===== config.mk =====
export PLATFORM = sky130hd
export DESIGN_NAME = pmbc_top
export DESIGN_NICKNAME = d
export VERILOG_FILES = /design/src/shared/pmbc_pkg.sv /design/src/shared/pmbc_wdog_if.sv /design/src/logic/pmbc_top.sv /design/src/logic/pmbc_wdog.sv
export VERILOG_INCLUDE_DIRS = /design/src /design/src/shared
export SDC_FILE = /design/constraint.sdc
export NUM_CORES = 1
export LEC_CHECK = 0
export BUFFER_PORTS_ARGS = -buffer_cell sky130_fd_sc_hd__buf_2
export CORE_ASPECT_RATIO = 1.4
export CORE_UTILIZATION = 46
export DETAILED_ROUTE_END_ITERATION = 10
export MAX_ROUTING_LAYER = met4
export PLACE_DENSITY = 0.79
export SLEW_MARGIN = 0
export SYNTH_ARGS = -nofsm -noshare
export SYNTH_HDL_FRONTEND = slang
export SYNTH_HIERARCHICAL = 1
export SYNTH_SLANG_ARGS = --single-unit

===== constraint.sdc =====
create_clock -name ref_clk -period 2.1 [get_ports ref_clk]
set_input_delay 0.525 -clock ref_clk [delete_from_list [all_inputs] [get_ports ref_clk]]
set_output_delay 0.525 -clock ref_clk [all_outputs]
set_load 0.02 [all_outputs]

===== src/shared/pmbc_defines.svh =====
// register map, field positions, keys and counts of the power-mode and bank control block
//
// How it works
// RQ1 - writing the key to the sleep key register enters SLEEP
// RQ2 - any other value written there requests a full system reset
// RQ3 - the key written to the watchdog key register clears it, other values reset
// RQ4 - in SLEEP every system clock, clock generation included, is gated off
// RQ5 - in SLEEP the low-voltage reset is off, RAM and pins keep their state
// RQ6 - any change on a port A pin ends SLEEP
// RQ7 - after wake-up the CPU stays held for 65536 system clock cycles
// RQ8 - SLEEP only by the key write, FREEZE automatically on supply low; the code ignores supply low in SLEEP
// RQ9 - a supply-low report from the monitor enters FREEZE; the code enters it from RUN and WAKE only, not from SLEEP
// RQ10 - the low-voltage event resets all functions to their initial state
// RQ11 - in FREEZE the system clock and CPU stop, RAM is kept
// RQ12 - in FREEZE all pins float with inputs off, low-voltage reset off
// RQ13 - FREEZE is left only by power-up or external reset
// RQ14 - the watchdog neither counts nor resets during FREEZE
// RQ15 - program memory is split in 32K banks, up to four of them
// RQ16 - bank number in bits 1:0, reserved bits above, resets to 0
// RQ17 - two-bank builds keep only bit 0 of the bank number
// RQ18 - bit 0 of the option word picks crystal or internal oscillator
// RQ19 - every reset event also clears and restarts the watchdog
// RQ20 - port A is latched at SLEEP entry, a mismatch wakes the device
`ifndef PMBC_DEFINES_SVH
`define PMBC_DEFINES_SVH

`define PMBC_IDX_BANK       6'h10
`define PMBC_IDX_SLEEP      6'h12
`define PMBC_IDX_WDOG       6'h20
`define PMBC_IDX_STATUS     6'h30
`define PMBC_SLEEP_KEY      8'hAA
`define PMBC_WDOG_KEY       8'hAA
`define PMBC_BANK_RST       8'h00
`define PMBC_BANK_SPAN_BITS 15
`define PMBC_CFG_OSC        0
`define PMBC_CFG_WDT        2
`define PMBC_WAKE_HOLD_CYC  32'h0001_0000
`define PMBC_WDT_CYC        32'h0010_0000

`endif


===== src/shared/pmbc_pkg.sv =====
// types shared by the power-mode and bank control block
package pmbc_pkg;

	typedef enum logic [1:0] {
		PMBC_RUN    = 2'b00,
		PMBC_SLEEP  = 2'b01,
		PMBC_WAKE   = 2'b10,
		PMBC_FREEZE = 2'b11
	} pmbc_mode_type;

endpackage


===== src/shared/pmbc_wdog_if.sv =====
// link between the mode controller and its watchdog counter
`timescale 1ns/100ps
interface pmbc_wdog_if;
	logic clear;
	logic enable;
	logic timeout;

	modport ctrl (output clear, output enable, input timeout);
	modport wdog (input clear, input enable, output timeout);
endinterface


===== src/logic/pmbc_top.sv =====
// power-mode sequencer, key registers and program bank select with an avalon-mm slave
//
// Register access over Avalon-MM was decided locally.
`timescale 1ns/100ps
`include "pmbc_defines.svh"
module pmbc_top #(
	parameter int unsigned BANK_BITS = 2,
	parameter int unsigned PORTA_W   = 8,
	parameter int unsigned WAKE_HOLD = `PMBC_WAKE_HOLD_CYC,
	parameter int unsigned WDT_LIMIT = `PMBC_WDT_CYC
) (
	// clock and reset
	input  wire logic                   ref_clk,
	input  wire logic                   rstn,
	// avalon-mm slave
	input  wire logic [7:0]             avs_address,
	input  wire logic                   avs_read,
	input  wire logic                   avs_write,
	input  wire logic [31:0]            avs_writedata,
	input  wire logic [3:0]             avs_byteenable,
	output logic [31:0]                 avs_readdata,
	output logic                        avs_waitrequest,
	// option word, supply monitor and wake pins
	input  wire logic [7:0]             cfg_option,
	input  wire logic                   supply_low,
	input  wire logic [PORTA_W-1:0]     port_a,
	// system controls
	output logic                        sys_reset_req,
	output logic                        sys_clk_run,
	output logic                        cpu_hold,
	output logic                        lvr_active,
	output logic                        io_hold,
	output logic                        io_float,
	output logic                        io_input_en,
	output logic                        osc_internal,
	// program bank and power mode
	output logic [BANK_BITS-1:0]        rom_bank,
	output logic [BANK_BITS+14:0]       rom_base,
	output pmbc_pkg::pmbc_mode_type     pwr_mode
);
	import pmbc_pkg::*;

	localparam int unsigned HOLD_W = $clog2(WAKE_HOLD + 1);
	localparam logic [HOLD_W-1:0] HOLD_LAST = HOLD_W'(WAKE_HOLD - 1);

	////////////////////////////////////////////////////////////////////////////////
	// state

	typedef struct packed {
		pmbc_mode_type        mode;
		logic                 waitreq;
		logic [31:0]          rdata;
		logic [BANK_BITS-1:0] bank;
		logic [PORTA_W-1:0]   porta_ref;
		logic [HOLD_W-1:0]    hold_cnt;
		logic                 sys_rst;
		logic                 clk_run;
		logic                 cpu_hold;
		logic                 lvr_act;
		logic                 io_hold;
		logic                 io_float;
		logic                 io_in_en;
		logic                 osc_int;
		logic                 wd_clear;
		logic                 wd_en;
	} pmbc_state_type;

	localparam pmbc_state_type ST_RST = '{
		mode:     PMBC_RUN,
		waitreq:  1'b1,
		bank:     BANK_BITS'(`PMBC_BANK_RST),
		clk_run:  1'b1,
		io_in_en: 1'b1,
		default:  '0
	};

	pmbc_state_type st_r;
	pmbc_state_type st_nxt;

	pmbc_wdog_if wd ();

	logic [5:0] idx;
	logic       wr_fire;
	logic [7:0] wbyte;
	logic       awake_mode;

	// byte address to register index; each register is one aligned word
	function automatic logic [5:0] word_index(input logic [7:0] addr);
		word_index = addr[7:2];
	endfunction

	assign idx        = word_index(avs_address);
	assign wbyte      = avs_writedata[7:0];
	// a write lands on the edge where waitrequest is seen low
	assign wr_fire    = avs_write && !st_r.waitreq && avs_byteenable[0];
	assign awake_mode = (st_r.mode == PMBC_RUN) || (st_r.mode == PMBC_WAKE);

	////////////////////////////////////////////////////////////////////////////////
	// next state

	always_comb begin
		st_nxt = st_r;
		st_nxt.sys_rst = 1'b0;
		st_nxt.wd_clear = 1'b0;

		// bus: one cycle of waitrequest low per request, read data captured with it
		if (st_r.waitreq && (avs_read || avs_write)) begin
			st_nxt.waitreq = 1'b0;
			case (word_index(avs_address))
				`PMBC_IDX_BANK: begin
					st_nxt.rdata = 32'(st_r.bank); // [RQ16] [RQ17]
				end
				`PMBC_IDX_STATUS: begin
					st_nxt.rdata = 32'(st_r.mode);
				end
				default: begin
					st_nxt.rdata = '0;
				end
			endcase
		end else begin
			st_nxt.waitreq = 1'b1;
		end

		case (st_r.mode)
			PMBC_RUN: begin
				if (supply_low) begin
					st_nxt.mode = PMBC_FREEZE; // [RQ8] [RQ9]
					st_nxt.sys_rst = 1'b1; // [RQ10]
				end else begin
					if (wr_fire) begin
						case (idx)
							`PMBC_IDX_BANK: begin
								st_nxt.bank = wbyte[BANK_BITS-1:0]; // [RQ16] [RQ17]
							end
							`PMBC_IDX_SLEEP: begin
								if (wbyte == `PMBC_SLEEP_KEY) begin
									st_nxt.mode = PMBC_SLEEP; // [RQ1] [RQ8]
									st_nxt.porta_ref = port_a; // [RQ20]
								end else begin
									st_nxt.sys_rst = 1'b1; // [RQ2]
								end
							end
							`PMBC_IDX_WDOG: begin
								if (wbyte == `PMBC_WDOG_KEY) begin
									st_nxt.wd_clear = 1'b1; // [RQ3]
								end else begin
									st_nxt.sys_rst = 1'b1; // [RQ3]
								end
							end
							default: begin
							end
						endcase
					end
					if (wd.timeout) begin
						st_nxt.mode = PMBC_RUN;
						st_nxt.sys_rst = 1'b1;
					end
				end
			end
			PMBC_SLEEP: begin
				// supply monitor is ignored here
				if (port_a != st_r.porta_ref) begin
					st_nxt.mode = PMBC_WAKE; // [RQ6] [RQ20]
					st_nxt.hold_cnt = '0;
				end
			end
			PMBC_WAKE: begin
				if (supply_low) begin
					st_nxt.mode = PMBC_FREEZE; // [RQ9]
					st_nxt.sys_rst = 1'b1; // [RQ10]
				end else if (st_r.hold_cnt == HOLD_LAST) begin
					st_nxt.mode = PMBC_RUN; // [RQ7]
				end else begin
					st_nxt.hold_cnt = st_r.hold_cnt + 1'b1; // [RQ7]
				end
			end
			PMBC_FREEZE: begin
				// only rstn (power-up or external reset) leaves this mode
				st_nxt.mode = PMBC_FREEZE; // [RQ13]
			end
			default: begin
				st_nxt.mode = PMBC_RUN;
			end
		endcase

		// any reset event returns the bank and restarts the watchdog
		if (st_nxt.sys_rst) begin
			st_nxt.bank = BANK_BITS'(`PMBC_BANK_RST); // [RQ10] [RQ16]
			st_nxt.wd_clear = 1'b1; // [RQ19]
		end

		// mode- and option-derived controls
		st_nxt.clk_run  = (st_nxt.mode == PMBC_RUN) || (st_nxt.mode == PMBC_WAKE); // [RQ4] [RQ11]
		st_nxt.cpu_hold = (st_nxt.mode != PMBC_RUN); // [RQ7] [RQ11]
		st_nxt.lvr_act  = st_nxt.clk_run; // [RQ5] [RQ12]
		st_nxt.io_hold  = (st_nxt.mode == PMBC_SLEEP); // [RQ5]
		st_nxt.io_float = (st_nxt.mode == PMBC_FREEZE); // [RQ12]
		st_nxt.io_in_en = (st_nxt.mode != PMBC_FREEZE); // [RQ12]
		st_nxt.wd_en    = (st_nxt.mode == PMBC_RUN) && cfg_option[`PMBC_CFG_WDT]; // [RQ14]
		st_nxt.osc_int  = cfg_option[`PMBC_CFG_OSC]; // [RQ18]
	end

	always_ff @(posedge ref_clk or negedge rstn) begin
		if (!rstn) begin
			st_r <= ST_RST;
		end else begin
			st_r <= st_nxt;
		end
	end

	////////////////////////////////////////////////////////////////////////////////
	// watchdog

	assign wd.clear  = st_r.wd_clear;
	assign wd.enable = st_r.wd_en;

	pmbc_wdog #(
		.LIMIT (WDT_LIMIT)
	) u_wdog (
		.ref_clk (ref_clk),
		.rstn    (rstn),
		.wd      (wd)
	);

	////////////////////////////////////////////////////////////////////////////////
	// outputs

	assign avs_readdata    = st_r.rdata;
	assign avs_waitrequest = st_r.waitreq;
	assign sys_reset_req   = st_r.sys_rst;
	assign sys_clk_run     = st_r.clk_run;
	assign cpu_hold        = st_r.cpu_hold;
	assign lvr_active      = st_r.lvr_act;
	assign io_hold         = st_r.io_hold;
	assign io_float        = st_r.io_float;
	assign io_input_en     = st_r.io_in_en;
	assign osc_internal    = st_r.osc_int;
	assign rom_bank        = st_r.bank;
	// each bank covers a 32K window of the program space
	assign rom_base        = {st_r.bank, `PMBC_BANK_SPAN_BITS'(0)}; // [RQ15]
	assign pwr_mode        = st_r.mode;

	logic        run_quiet;
	logic [31:0] wake_len;

	assign run_quiet = st_r.mode == PMBC_RUN && !supply_low && !wd.timeout && wr_fire;

	// independent count of cycles spent holding after wake-up
	always_ff @(posedge ref_clk or negedge rstn) begin
		if (!rstn) begin
			wake_len <= '0;
		end else if (st_r.mode == PMBC_WAKE) begin
			wake_len <= wake_len + 32'h1;
		end else begin
			wake_len <= '0;
		end
	end
endmodule


===== src/logic/pmbc_wdog.sv =====
// watchdog counter: counts while enabled, pulses timeout at the limit
`timescale 1ns/100ps
`include "pmbc_defines.svh"
module pmbc_wdog #(
	parameter int unsigned LIMIT = `PMBC_WDT_CYC
) (
	// clock and reset
	input wire logic  ref_clk,
	input wire logic  rstn,
	// controller side
	pmbc_wdog_if.wdog wd
);
	import pmbc_pkg::*;

	localparam int unsigned CW = $clog2(LIMIT + 1);
	localparam logic [CW-1:0] LAST = CW'(LIMIT - 1);

	typedef struct packed {
		logic [CW-1:0] cnt;
		logic          timeout;
	} pmbc_wdst_type;

	pmbc_wdst_type st_r;
	pmbc_wdst_type st_nxt;

	always_comb begin
		st_nxt = st_r;
		st_nxt.timeout = 1'b0;
		if (wd.clear) begin
			st_nxt.cnt = '0; // [RQ19]
		end else if (wd.enable) begin
			if (st_r.cnt == LAST) begin
				st_nxt.cnt = '0;
				st_nxt.timeout = 1'b1;
			end else begin
				st_nxt.cnt = st_r.cnt + 1'b1;
			end
		end
	end

	always_ff @(posedge ref_clk or negedge rstn) begin
		if (!rstn) begin
			st_r <= '0;
		end else begin
			st_r <= st_nxt;
		end
	end

	assign wd.timeout = st_r.timeout;
endmodule


# Word level (Yosys, flattened, before mapping)

Cells that the tools add are included.

Reductions and logical operators: 19
Bitwise gates (word level): 1
Muxes and demuxes: 40
Equal/unequal tests: 19
Add/subtract/negate cells: 2

Operators with widths:

| operator                                              | number |
|---|---|
| 2-to-1 mux 17 bit                                     | 3 |
| 2-to-1 mux 21 bit                                     | 2 |
| case mux 17 bit (2 select lines)                      | 1 |
| 2-to-1 mux 10 bit                                     | 3 |
| 2-to-1 mux 22 bit                                     | 1 |
| adder 21 x 1 -> 21 bit, second input constant         | 1 |
| equality test 21 x 20 -> 1 bit, second input constant | 1 |
| 2-to-1 mux 2 bit                                      | 10 |
| adder 17 x 1 -> 17 bit, second input constant         | 1 |
| equality test 17 x 16 -> 1 bit, second input constant | 1 |
| 2-to-1 mux 8 bit                                      | 2 |
| 2-to-1 mux 1 bit                                      | 15 |
| equality test 6 x 5 -> 1 bit, second input constant   | 2 |
| equality test 6 bit, second input constant            | 2 |
| nonzero test 2 bit                                    | 6 |
| equality test 2 bit, second input constant            | 4 |
| equality test 8 bit, second input constant            | 1 |
| != test 2 bit, second input constant                  | 4 |
| != test 8 bit                                         | 1 |
| case mux 2 bit (4 select lines)                       | 1 |
| AND reduction 4 bit                                   | 2 |
| AND reduction 5 bit                                   | 1 |
| equality test 2 x 1 -> 1 bit, second input constant   | 2 |
| logical AND 1 bit                                     | 4 |
| 8 further kinds                                       | 10 |

Logic and storage cells: 99
Output and inout bits: 62
Register bits: 94

# Longest topological paths before layout

Gate-level depths: netlist (run 1).

Depth after elaboration: 9
Gate-level depth with buffers: 10
Depth with buffers taken out: 9

# Cells and area by module

The synthesis (run 1) kept the hierarchy.

Modules (own cells, without submodules):

| module    | times used | area each (um^2) | cells an instance |
|---|---|---|---|
| pmbc_top  | 1          | 2506.2           | 250 |
| pmbc_wdog | 1          | 1207.4           | 138 |

# Least setup slack after synthesis (run 1)

No wires, ideal clock.

Path kind: reg-to-reg
Start: register st_r[14] in the netlist's numbering
End: register st_r[19] in the netlist's numbering
Stages on the path, launching flop included: 11
Slack: -0.150 ns
Data arrival time: 2.129 ns
Path through: dfrtp_1 > nand3_2 > or3_1 > buf_6 > nor3_1 > ha_1 > nand2b_1 > a21o_4 > or4_4 > xor2_1 > nor2_2

Cells in the longest elaborated chain, start to end: 4
Elaborated cells between the ends (all ways): 7
Classes of those cells: 1 x add/sub; 2 x eq/ne; 3 x mux; 1 x reduce/logical

Ends and longest elaborated chain:

| element                          | line            | text |
|---|---|---|
| start: declaration               | pmbc_top.sv:77  | `pmbc_state_type st_r;` |
| start signal: assignment         | pmbc_top.sv:207 | `st_r <= st_nxt;` |
| adder 17 x 1 -> 17 bit           | pmbc_top.sv:174 | `st_nxt.hold_cnt = st_r.hold_cnt + 1'b1;` |
| 2-to-1 mux 17 bit                | pmbc_top.sv:171 | `end else if (st_r.hold_cnt == HOLD_LAST) begin` |
| 2-to-1 mux 17 bit                | pmbc_top.sv:168 | `if (supply_low) begin` |
| case mux 17 bit (2 select lines) | pmbc_top.sv:124 | `case (st_r.mode)` |

Parallel ways exist; a longest one is shown, timed or not. The select of a mux whose other input is x is not followed.
A chain may end at the register's enable or synchronous reset.

# Worst setup path after layout (run 1)

Start: register st_r[16] in the netlist's numbering
End: register st_r[19] in the netlist's numbering

Same word-level chain as after synthesis.

==> results_dict.tcl, run 1 <==
set metrics [dict create \
    ys.flop_type "dfrtp_1" \
    layout_min_cycle_time_ns 2.03 \
    clkSlewWorstSetupHoldPaths_ns 0.07 \
    synthXorXnorAreaFrac_pct 5.90 \
    placed_cell_area_mm2 0.00400 \
    avgSynthCellArea_um2 9.57 \
    finalSetupViolCount 0 \
    cp_top_family "simple AND/OR/NAND/NOR gates" \
    relSlewSlack_pct 53.0 \
    combPwrFrac_pct 8.5 \
    ir_worst_vdd_mv 0.508 \
    grt.overflow.total 0 \
    fill_cells 732 \
    synth_adder_area_share_pct 1.01 \
    seq_power_share_pct 49.6 \
    max_stage_delay_ns 0.43 \
    synth_mux_area_share_pct 3.57 \
    ys_warn_count 6 \
    clockBufferDepth 2 \
    yosysSeqAreaShare_pct 43.2 \
    worstReg2RegStart "st_r[16]" \
    finalClockSkew_ns 0.0128 \
    grt_max_degree 65 \
    slew_violations 0 \
    die_w_um 77.9 \
    syn_area_mm2 0.00371 \
    worst_setup_path_start_kind "register" \
    internal_power_mw 1.92 \
    placed_cells 540 \
    antenna_left 0 \
    hold_class "input pin to asynchronous set/reset pin" \
    synth_top_family_by_area "simple AND/OR/NAND/NOR gates" \
    switching_power_mw 0.613 \
    cp.required_ns 2.33 \
    ys_types 59 \
    final_hold_viol_count 0 \
    row_count 38 \
    critPathBufInv 0 \
    core_mm2 0.00780 \
    vias 2896 \
    antenna_found_initial 0 \
    fin_util_pct 54.7 \
    syn_to_final_growth_pct 14.9 \
    ys_seq_elements 64 \
    fin_nets 523 \
    critPathKind "register to register" \
    crit_path_end_kind "register" \
    drt-initial-drc-count 192 \
    drt_pre_antenna_iters 4 \
    final_cell_count_no_fill 560 \
    min_period_over_period_pct 96.7 \
    cts.htree.levels 3 \
    mostFrequentLayoutCells "dfrtp_1 (61), buf_2 (46), conb_1 (45)" \
    die_h_um 108 \
    rsz0062_at_grt "true" \
    status "finished clean" \
    p_per_area_mw_per_mm2 593 \
    async_reset_ff_share_pct 100 \
    swShare_pct 24.2 \
    p_leak_nw 2.03 \
    cts_inserted_buffers 9 \
    antenna_cells 0 \
    final_area_mm2 0.00427 \
    critical_path.cell_chain "nand2_1 -> or3_4 -> nor3_4 -> ha_4 -> nand2b_4 -> a21o_4 -> or4_4 -> xor2_2 -> nor2_2" \
    clock-sinks 64 \
    final_common_cell "dfrtp_1" \
    tightest_slew_ns 0.705 \
    cpMaxStageDelayCell "or4_4" \
    cap_violations 0 \
    grt_pass1_vias 2876 \
    finalWirelength_um 7460 \
    ff2ff_setup_slack_ns 0.07 \
    max_freq_mhz 492 \
    reg2reg_depth 9 \
    cp_max_fo 8 \
    insertion_delay_ns 0.35 \
    route.detailed.drc 0 \
    initial_core_util_pct 47.6 \
    drt-wirelength-per-cell_um 13.3 \
    grt_pass1_wl_um 12300 \
    hpwl_um 5370 \
    routed_via_density 5.17 \
    io_pins 127 \
    synthCells 388 \
    routabilityCongestion 0.804 \
    grt_usage_pct 19.4 \
    dieArea_mm2 0.00844 \
    clkPwrFrac_pct 41.8 \
    synth_edf_count 0 \
    synth_compound_gate_area_share_pct 9.16 \
    cp.arrival_ns 2.27 \
    cts_tree "built" \
    synth-simple-area-share_pct 23.3 \
    fin_hold_ws_ns 0.185 \
    numPortBuffers 46 \
    cts-root-buf "clkbuf_8" \
    r2r-end "st_r[19]" \
    drive_gt1_share_pct 28.3 \
]
==> metal layers <==
layer,GRT usage [%],vias to the layer above,part of all wire (%),wire length (um)
li1,-,1378,-,-
met1,19.3,1439,40,3000
met2,34.6,68,55,4100
met3,3.12,11,3.2,240
met4,13.2,0,1.6,117
met5,-,-,0,0
==> how the worst max path moves through the flow <==
stage / start / endpoint / cells past startpoint
final: st_r[16] / st_r[19] / 9
after global routing: st_r[10] / st_r[19] / 9
after CTS: st_r[20] / st_r[19] / 9
after detailed placement: st_r[20] / st_r[19] / 9
after global placement: st_r[10] / st_r[19] / 9
after floorplan: st_r[13] / st_r[19] / 10
==> through the flow <==
step / TNS, ns / power, mW / worst slack (ns)
after floorplan: -0.0140 / 1.48 / -0.0140
after CTS: 0 / 2.57 / 0.00277
after global placement: 0 / 1.48 / 0.0171
final: 0 / 2.53 / 0.0688
after detailed placement: -0.0328 / 1.49 / -0.0328
after global routing: -0.0202 / 2.64 / -0.0202
==> state kept, by name, indices dropped and copies added (netlist names) <==
signal,cells
lvr_active,1
avs_readdata,2
u_wdog/wd.timeout,1
io_input_en,1
osc_internal,1
sys_reset_req,1
pwr_mode,2
avs_waitrequest,1
cpu_hold,1
io_hold,1
io_float,1
u_wdog/st_r,21
rom_bank,2
st_r,25
wd.enable,1
wd.clear,1
sys_clk_run,1
==> final cells by class <==
class	instances	area, um2	share of cell area, %
clock inverters	3	40.0	0.938
well taps	100	125	2.93
inverters	15	56.3	1.32
flip-flops and latches	64	1610	37.6
clock buffers	13	159	3.72
repair buffers	75	460	10.8
multi-input cells	290	1820	42.7
==> cells in the mapped netlist, drive strengths merged (9+ instances only) <==
library cell,number,share of area (%)
nand2,32,3.2
nor2,34,3.8
mux2,10,3.0
nand4,13,2.2
nand3,20,3.0
inv,15,1.5
nor3,15,2.3
xnor2,9,2.1
buf,58,12
o21ai,14,1.9
xor2,16,3.8
dfrtp,61,41
a21oi,14,1.9
==> power groups by stage <==
stage	logic, mW	clock network, mW	registers, mW
2_1_floorplan	0.192	0	1.28
3_3_place_gp	0.207	0	1.28
3_5_place_dp	0.212	0	1.28
4_1_cts	0.215	1.10	1.26
5_1_grt	0.239	1.14	1.26
6_report	0.216	1.06	1.26
==> worst register-to-register path: stages (launching register included) <==
cell	delay, ns
dfrtp_1	0.41
nand2_1	0.13
or3_4	0.16
nor3_4	0.05
ha_4	0.16
nand2b_4	0.15
a21o_4	0.25
or4_4	0.43
xor2_2	0.15
nor2_2	0.04
==> logic make-up (layout without fill, tap and decap cells) <==
logic type               after synthesis  in the layout
XOR/XNOR                              25             25
buffers and inverters                 78            106
other                                  1             45
flip-flops                            64             64
adder cells (fa/ha/maj)                3              3
multiplexers                          12             12
AND/OR/NAND/NOR                      152            152
AO/OA/AOI/OAI                         53             53
==> repair_timing <==
item / CTS / global route
endpoints found under the setup margin: 2 / 9
pin swaps: 4 / 1
hold buffers: 0 / 0
buffers inserted: 3 / 1
endpoints found under the hold margin: 0 / 0
gates resized for setup: 4 / 3
Note: power is estimated with default switching activity, not from simulation.
==> run 2, diff against run 1 <==
--- a/config.mk
+++ b/config.mk
@@ -8,6 +8,7 @@
 export LEC_CHECK = 0
 export BUFFER_PORTS_ARGS = -buffer_cell sky130_fd_sc_hd__buf_2
 export CORE_ASPECT_RATIO = 1.4
+export CORE_MARGIN = 5
 export CORE_UTILIZATION = 46
 export DETAILED_ROUTE_END_ITERATION = 10
 export MAX_ROUTING_LAYER = met4
==> constraint.sdc (replaced) <==
create_clock -name ref_clk -period 2.1 [get_ports ref_clk]
set_input_delay 0.21 -clock ref_clk [delete_from_list [all_inputs] [get_ports ref_clk]]
set_output_delay 0.21 -clock ref_clk [all_outputs]
set_load 0.02 [all_outputs]
==> run 2 against run 1 <==
Against the previous run:
- first-iteration DRC count grew 0.52%
- sequential cell count is the same
- wire length grew 3.1%
- sequential share of layout area decreased by 0.31 points
- global-route usage is 3.0 points lower
- clock skew shrank 0.0057 ns
- maximum frequency fell by 2.7%
- critical path depth is the same
- register-to-register slack worse by 0.06 ns
- critical path type unchanged
- largest cell class unchanged
==> results_dict.tcl, run 2 (synthesized netlist as in run 1, its figures left out) <==
set metrics [dict create \
    p_leak_nw 2.02 \
    hold_class "input pin to register" \
    max_freq_mhz 479 \
    worst_setup_path_start_kind "register" \
    worst_slack_ns 0.0129 \
    core_mm2 0.00780 \
    grt.overflow.total 0 \
    finalSetupViolCount 0 \
    slew_violations 0 \
    final-seq-area_mm2 0.00161 \
    status "finished clean" \
    regMostFlops "st_r" \
    routabilityCongestion 0.838 \
    vias 2893 \
    grt_usage_pct 16.4 \
    numPortBuffers 46 \
    layout_min_cycle_time_ns 2.09 \
    grt_pass1_wl_um 12700 \
    clock-sinks 64 \
    routed_via_density 5.13 \
    critPathKind "register to register" \
    cts.htree.levels 3 \
    cp_max_fo 7 \
    grt_pass1_vias 2805 \
    cpMaxStageDelayCell "or3_4" \
    final_hold_viol_count 0 \
    mostFrequentLayoutCells "dfrtp_1 (61), buf_2 (46), conb_1 (45)" \
    insertion_delay_ns 0.34 \
    initial_core_util_pct 47.6 \
    cts_inserted_buffers 9 \
    min_period_over_period_pct 99.4 \
    clkPwrFrac_pct 39.5 \
    seq_power_share_pct 51.6 \
    grt_max_degree 65 \
    cts-root-buf "clkbuf_8" \
    cap_violations 0 \
    p_per_area_mw_per_mm2 566 \
    max_stage_delay_ns 0.41 \
    syn_to_final_growth_pct 15.8 \
    combPwrFrac_pct 8.9 \
    top_regs "st_r: 25 flops, u_wdog/st_r: 21 flops" \
    fin_util_pct 55.2 \
    io_pins 127 \
    row_count 38 \
    crit_path_end_kind "register" \
    fin_nets 527 \
    fin_hold_ws_ns 0.102 \
    place_ws_ns -0.0687 \
    rsz0062_at_grt "true" \
    clkSlewWorstSetupHoldPaths_ns 0.07 \
    drt-initial-drc-count 193 \
    ir_worst_vdd_mv 0.431 \
    cp.arrival_ns 2.36 \
    switching_power_mw 0.633 \
    drt_pre_antenna_iters 4 \
    die_h_um 116 \
    final_common_cell "dfrtp_1" \
    tightest_slew_ns 0.725 \
    drt-wirelength-per-cell_um 13.6 \
    antenna_cells 0 \
    antenna_found_initial 0 \
    hpwl_um 5610 \
    die_w_um 85.9 \
    dieArea_mm2 0.0100 \
    cp.required_ns 2.37 \
    ff2ff_setup_slack_ns 0.01 \
    clockBufferDepth 2 \
    swShare_pct 26.0 \
    internal_power_mw 1.80 \
    crit_top_cell "ha_2" \
    multi_input_area_mm2 0.00183 \
    drive_gt1_share_pct 30.0 \
    fill_cells 668 \
    route.detailed.drc 0 \
    relSlewSlack_pct 51.7 \
    largest_register_ffs 25 \
    finalClockSkew_ns 0.00706 \
    critical_path.cell_chain "ha_2 -> nand3_2 -> nor3_2 -> ha_2 -> buf_6 -> nor4b_4 -> nand3_4 -> or3_4 -> a21oi_2" \
    finalWirelength_um 7690 \
    cts_tree "built" \
    antenna_left 0 \
]
## run 2: routing by layer
metal / vias up / wire, um / global-route usage [%]
li1: 1385 / - / -
met1: 1409 / 3060 / 18.9
met2: 81 / 4050 / 27.3
met3: 18 / 357 / 3.11
met4: 0 / 218 / 8.24
met5: - / 0 / -
## run 2: area by class of cell
| cell class | instances | share of cell area [%] |
|---|---|---|
| inverters | 15 | 1.31 |
| clock inverters | 4 | 0.669 |
| flip-flops and latches | 64 | 37.3 |
| repair buffers | 79 | 11.6 |
| multi-input cells | 290 | 42.6 |
| clock buffers | 12 | 3.61 |
| well taps | 100 | 2.91 |
## run 2: worst paths after layout
| check | cells past startpoint | end | startpoint |
|---|---|---|---|
| min | 3 | rom_bank[0] | avs_writedata[0] |
| min reg2reg | 2 | avs_readdata[1] | avs_readdata[1] |
| min in group asynchronous | 3 | st_r[24] | rstn |
| max | 9 | st_r[20] | st_r[10] |
| max in group asynchronous | 3 | sys_clk_run | rstn |
| max reg2reg | 9 | st_r[20] | st_r[10] |
## run 2: repair_timing
item,CTS,global route
hold buffers,2,0
gates cloned,0,0
gates resized for setup,5,9
buffers inserted,1,3
endpoints found under the hold margin,62,0
pin swaps,4,14
endpoints found under the setup margin,8,17
## run 2: per-stage QoR
step	area (um2)	TNS [ns]	total power, mW	std cells
6_report	4300	0	2.43	564
5_1_grt	4300	-0.475	2.54	564
4_1_cts	4240	0	2.46	561
3_5_place_dp	4010	-0.235	1.49	542
3_3_place_gp	4010	-0.0338	1.48	542
2_1_floorplan	3890	-0.0140	1.48	432
## run 2: critical path: cells and delay by family (launching register included)
family,cells,cell delay (ns)
DFF,1,0.39
AOI/OAI and AO/OA,1,0.11
and+or+nand+nor,5,1.02
adders and majority gates,2,0.38
buffers and inverters,1,0.12
## run 2: power groups by stage
stage	combinational (mW)	sequential, mW	clock (mW)
3_5_place_dp	0.209	1.28	0
6_report	0.217	1.26	0.962
5_1_grt	0.238	1.26	1.05
2_1_floorplan	0.192	1.28	0
4_1_cts	0.216	1.26	0.986
3_3_place_gp	0.207	1.28	0
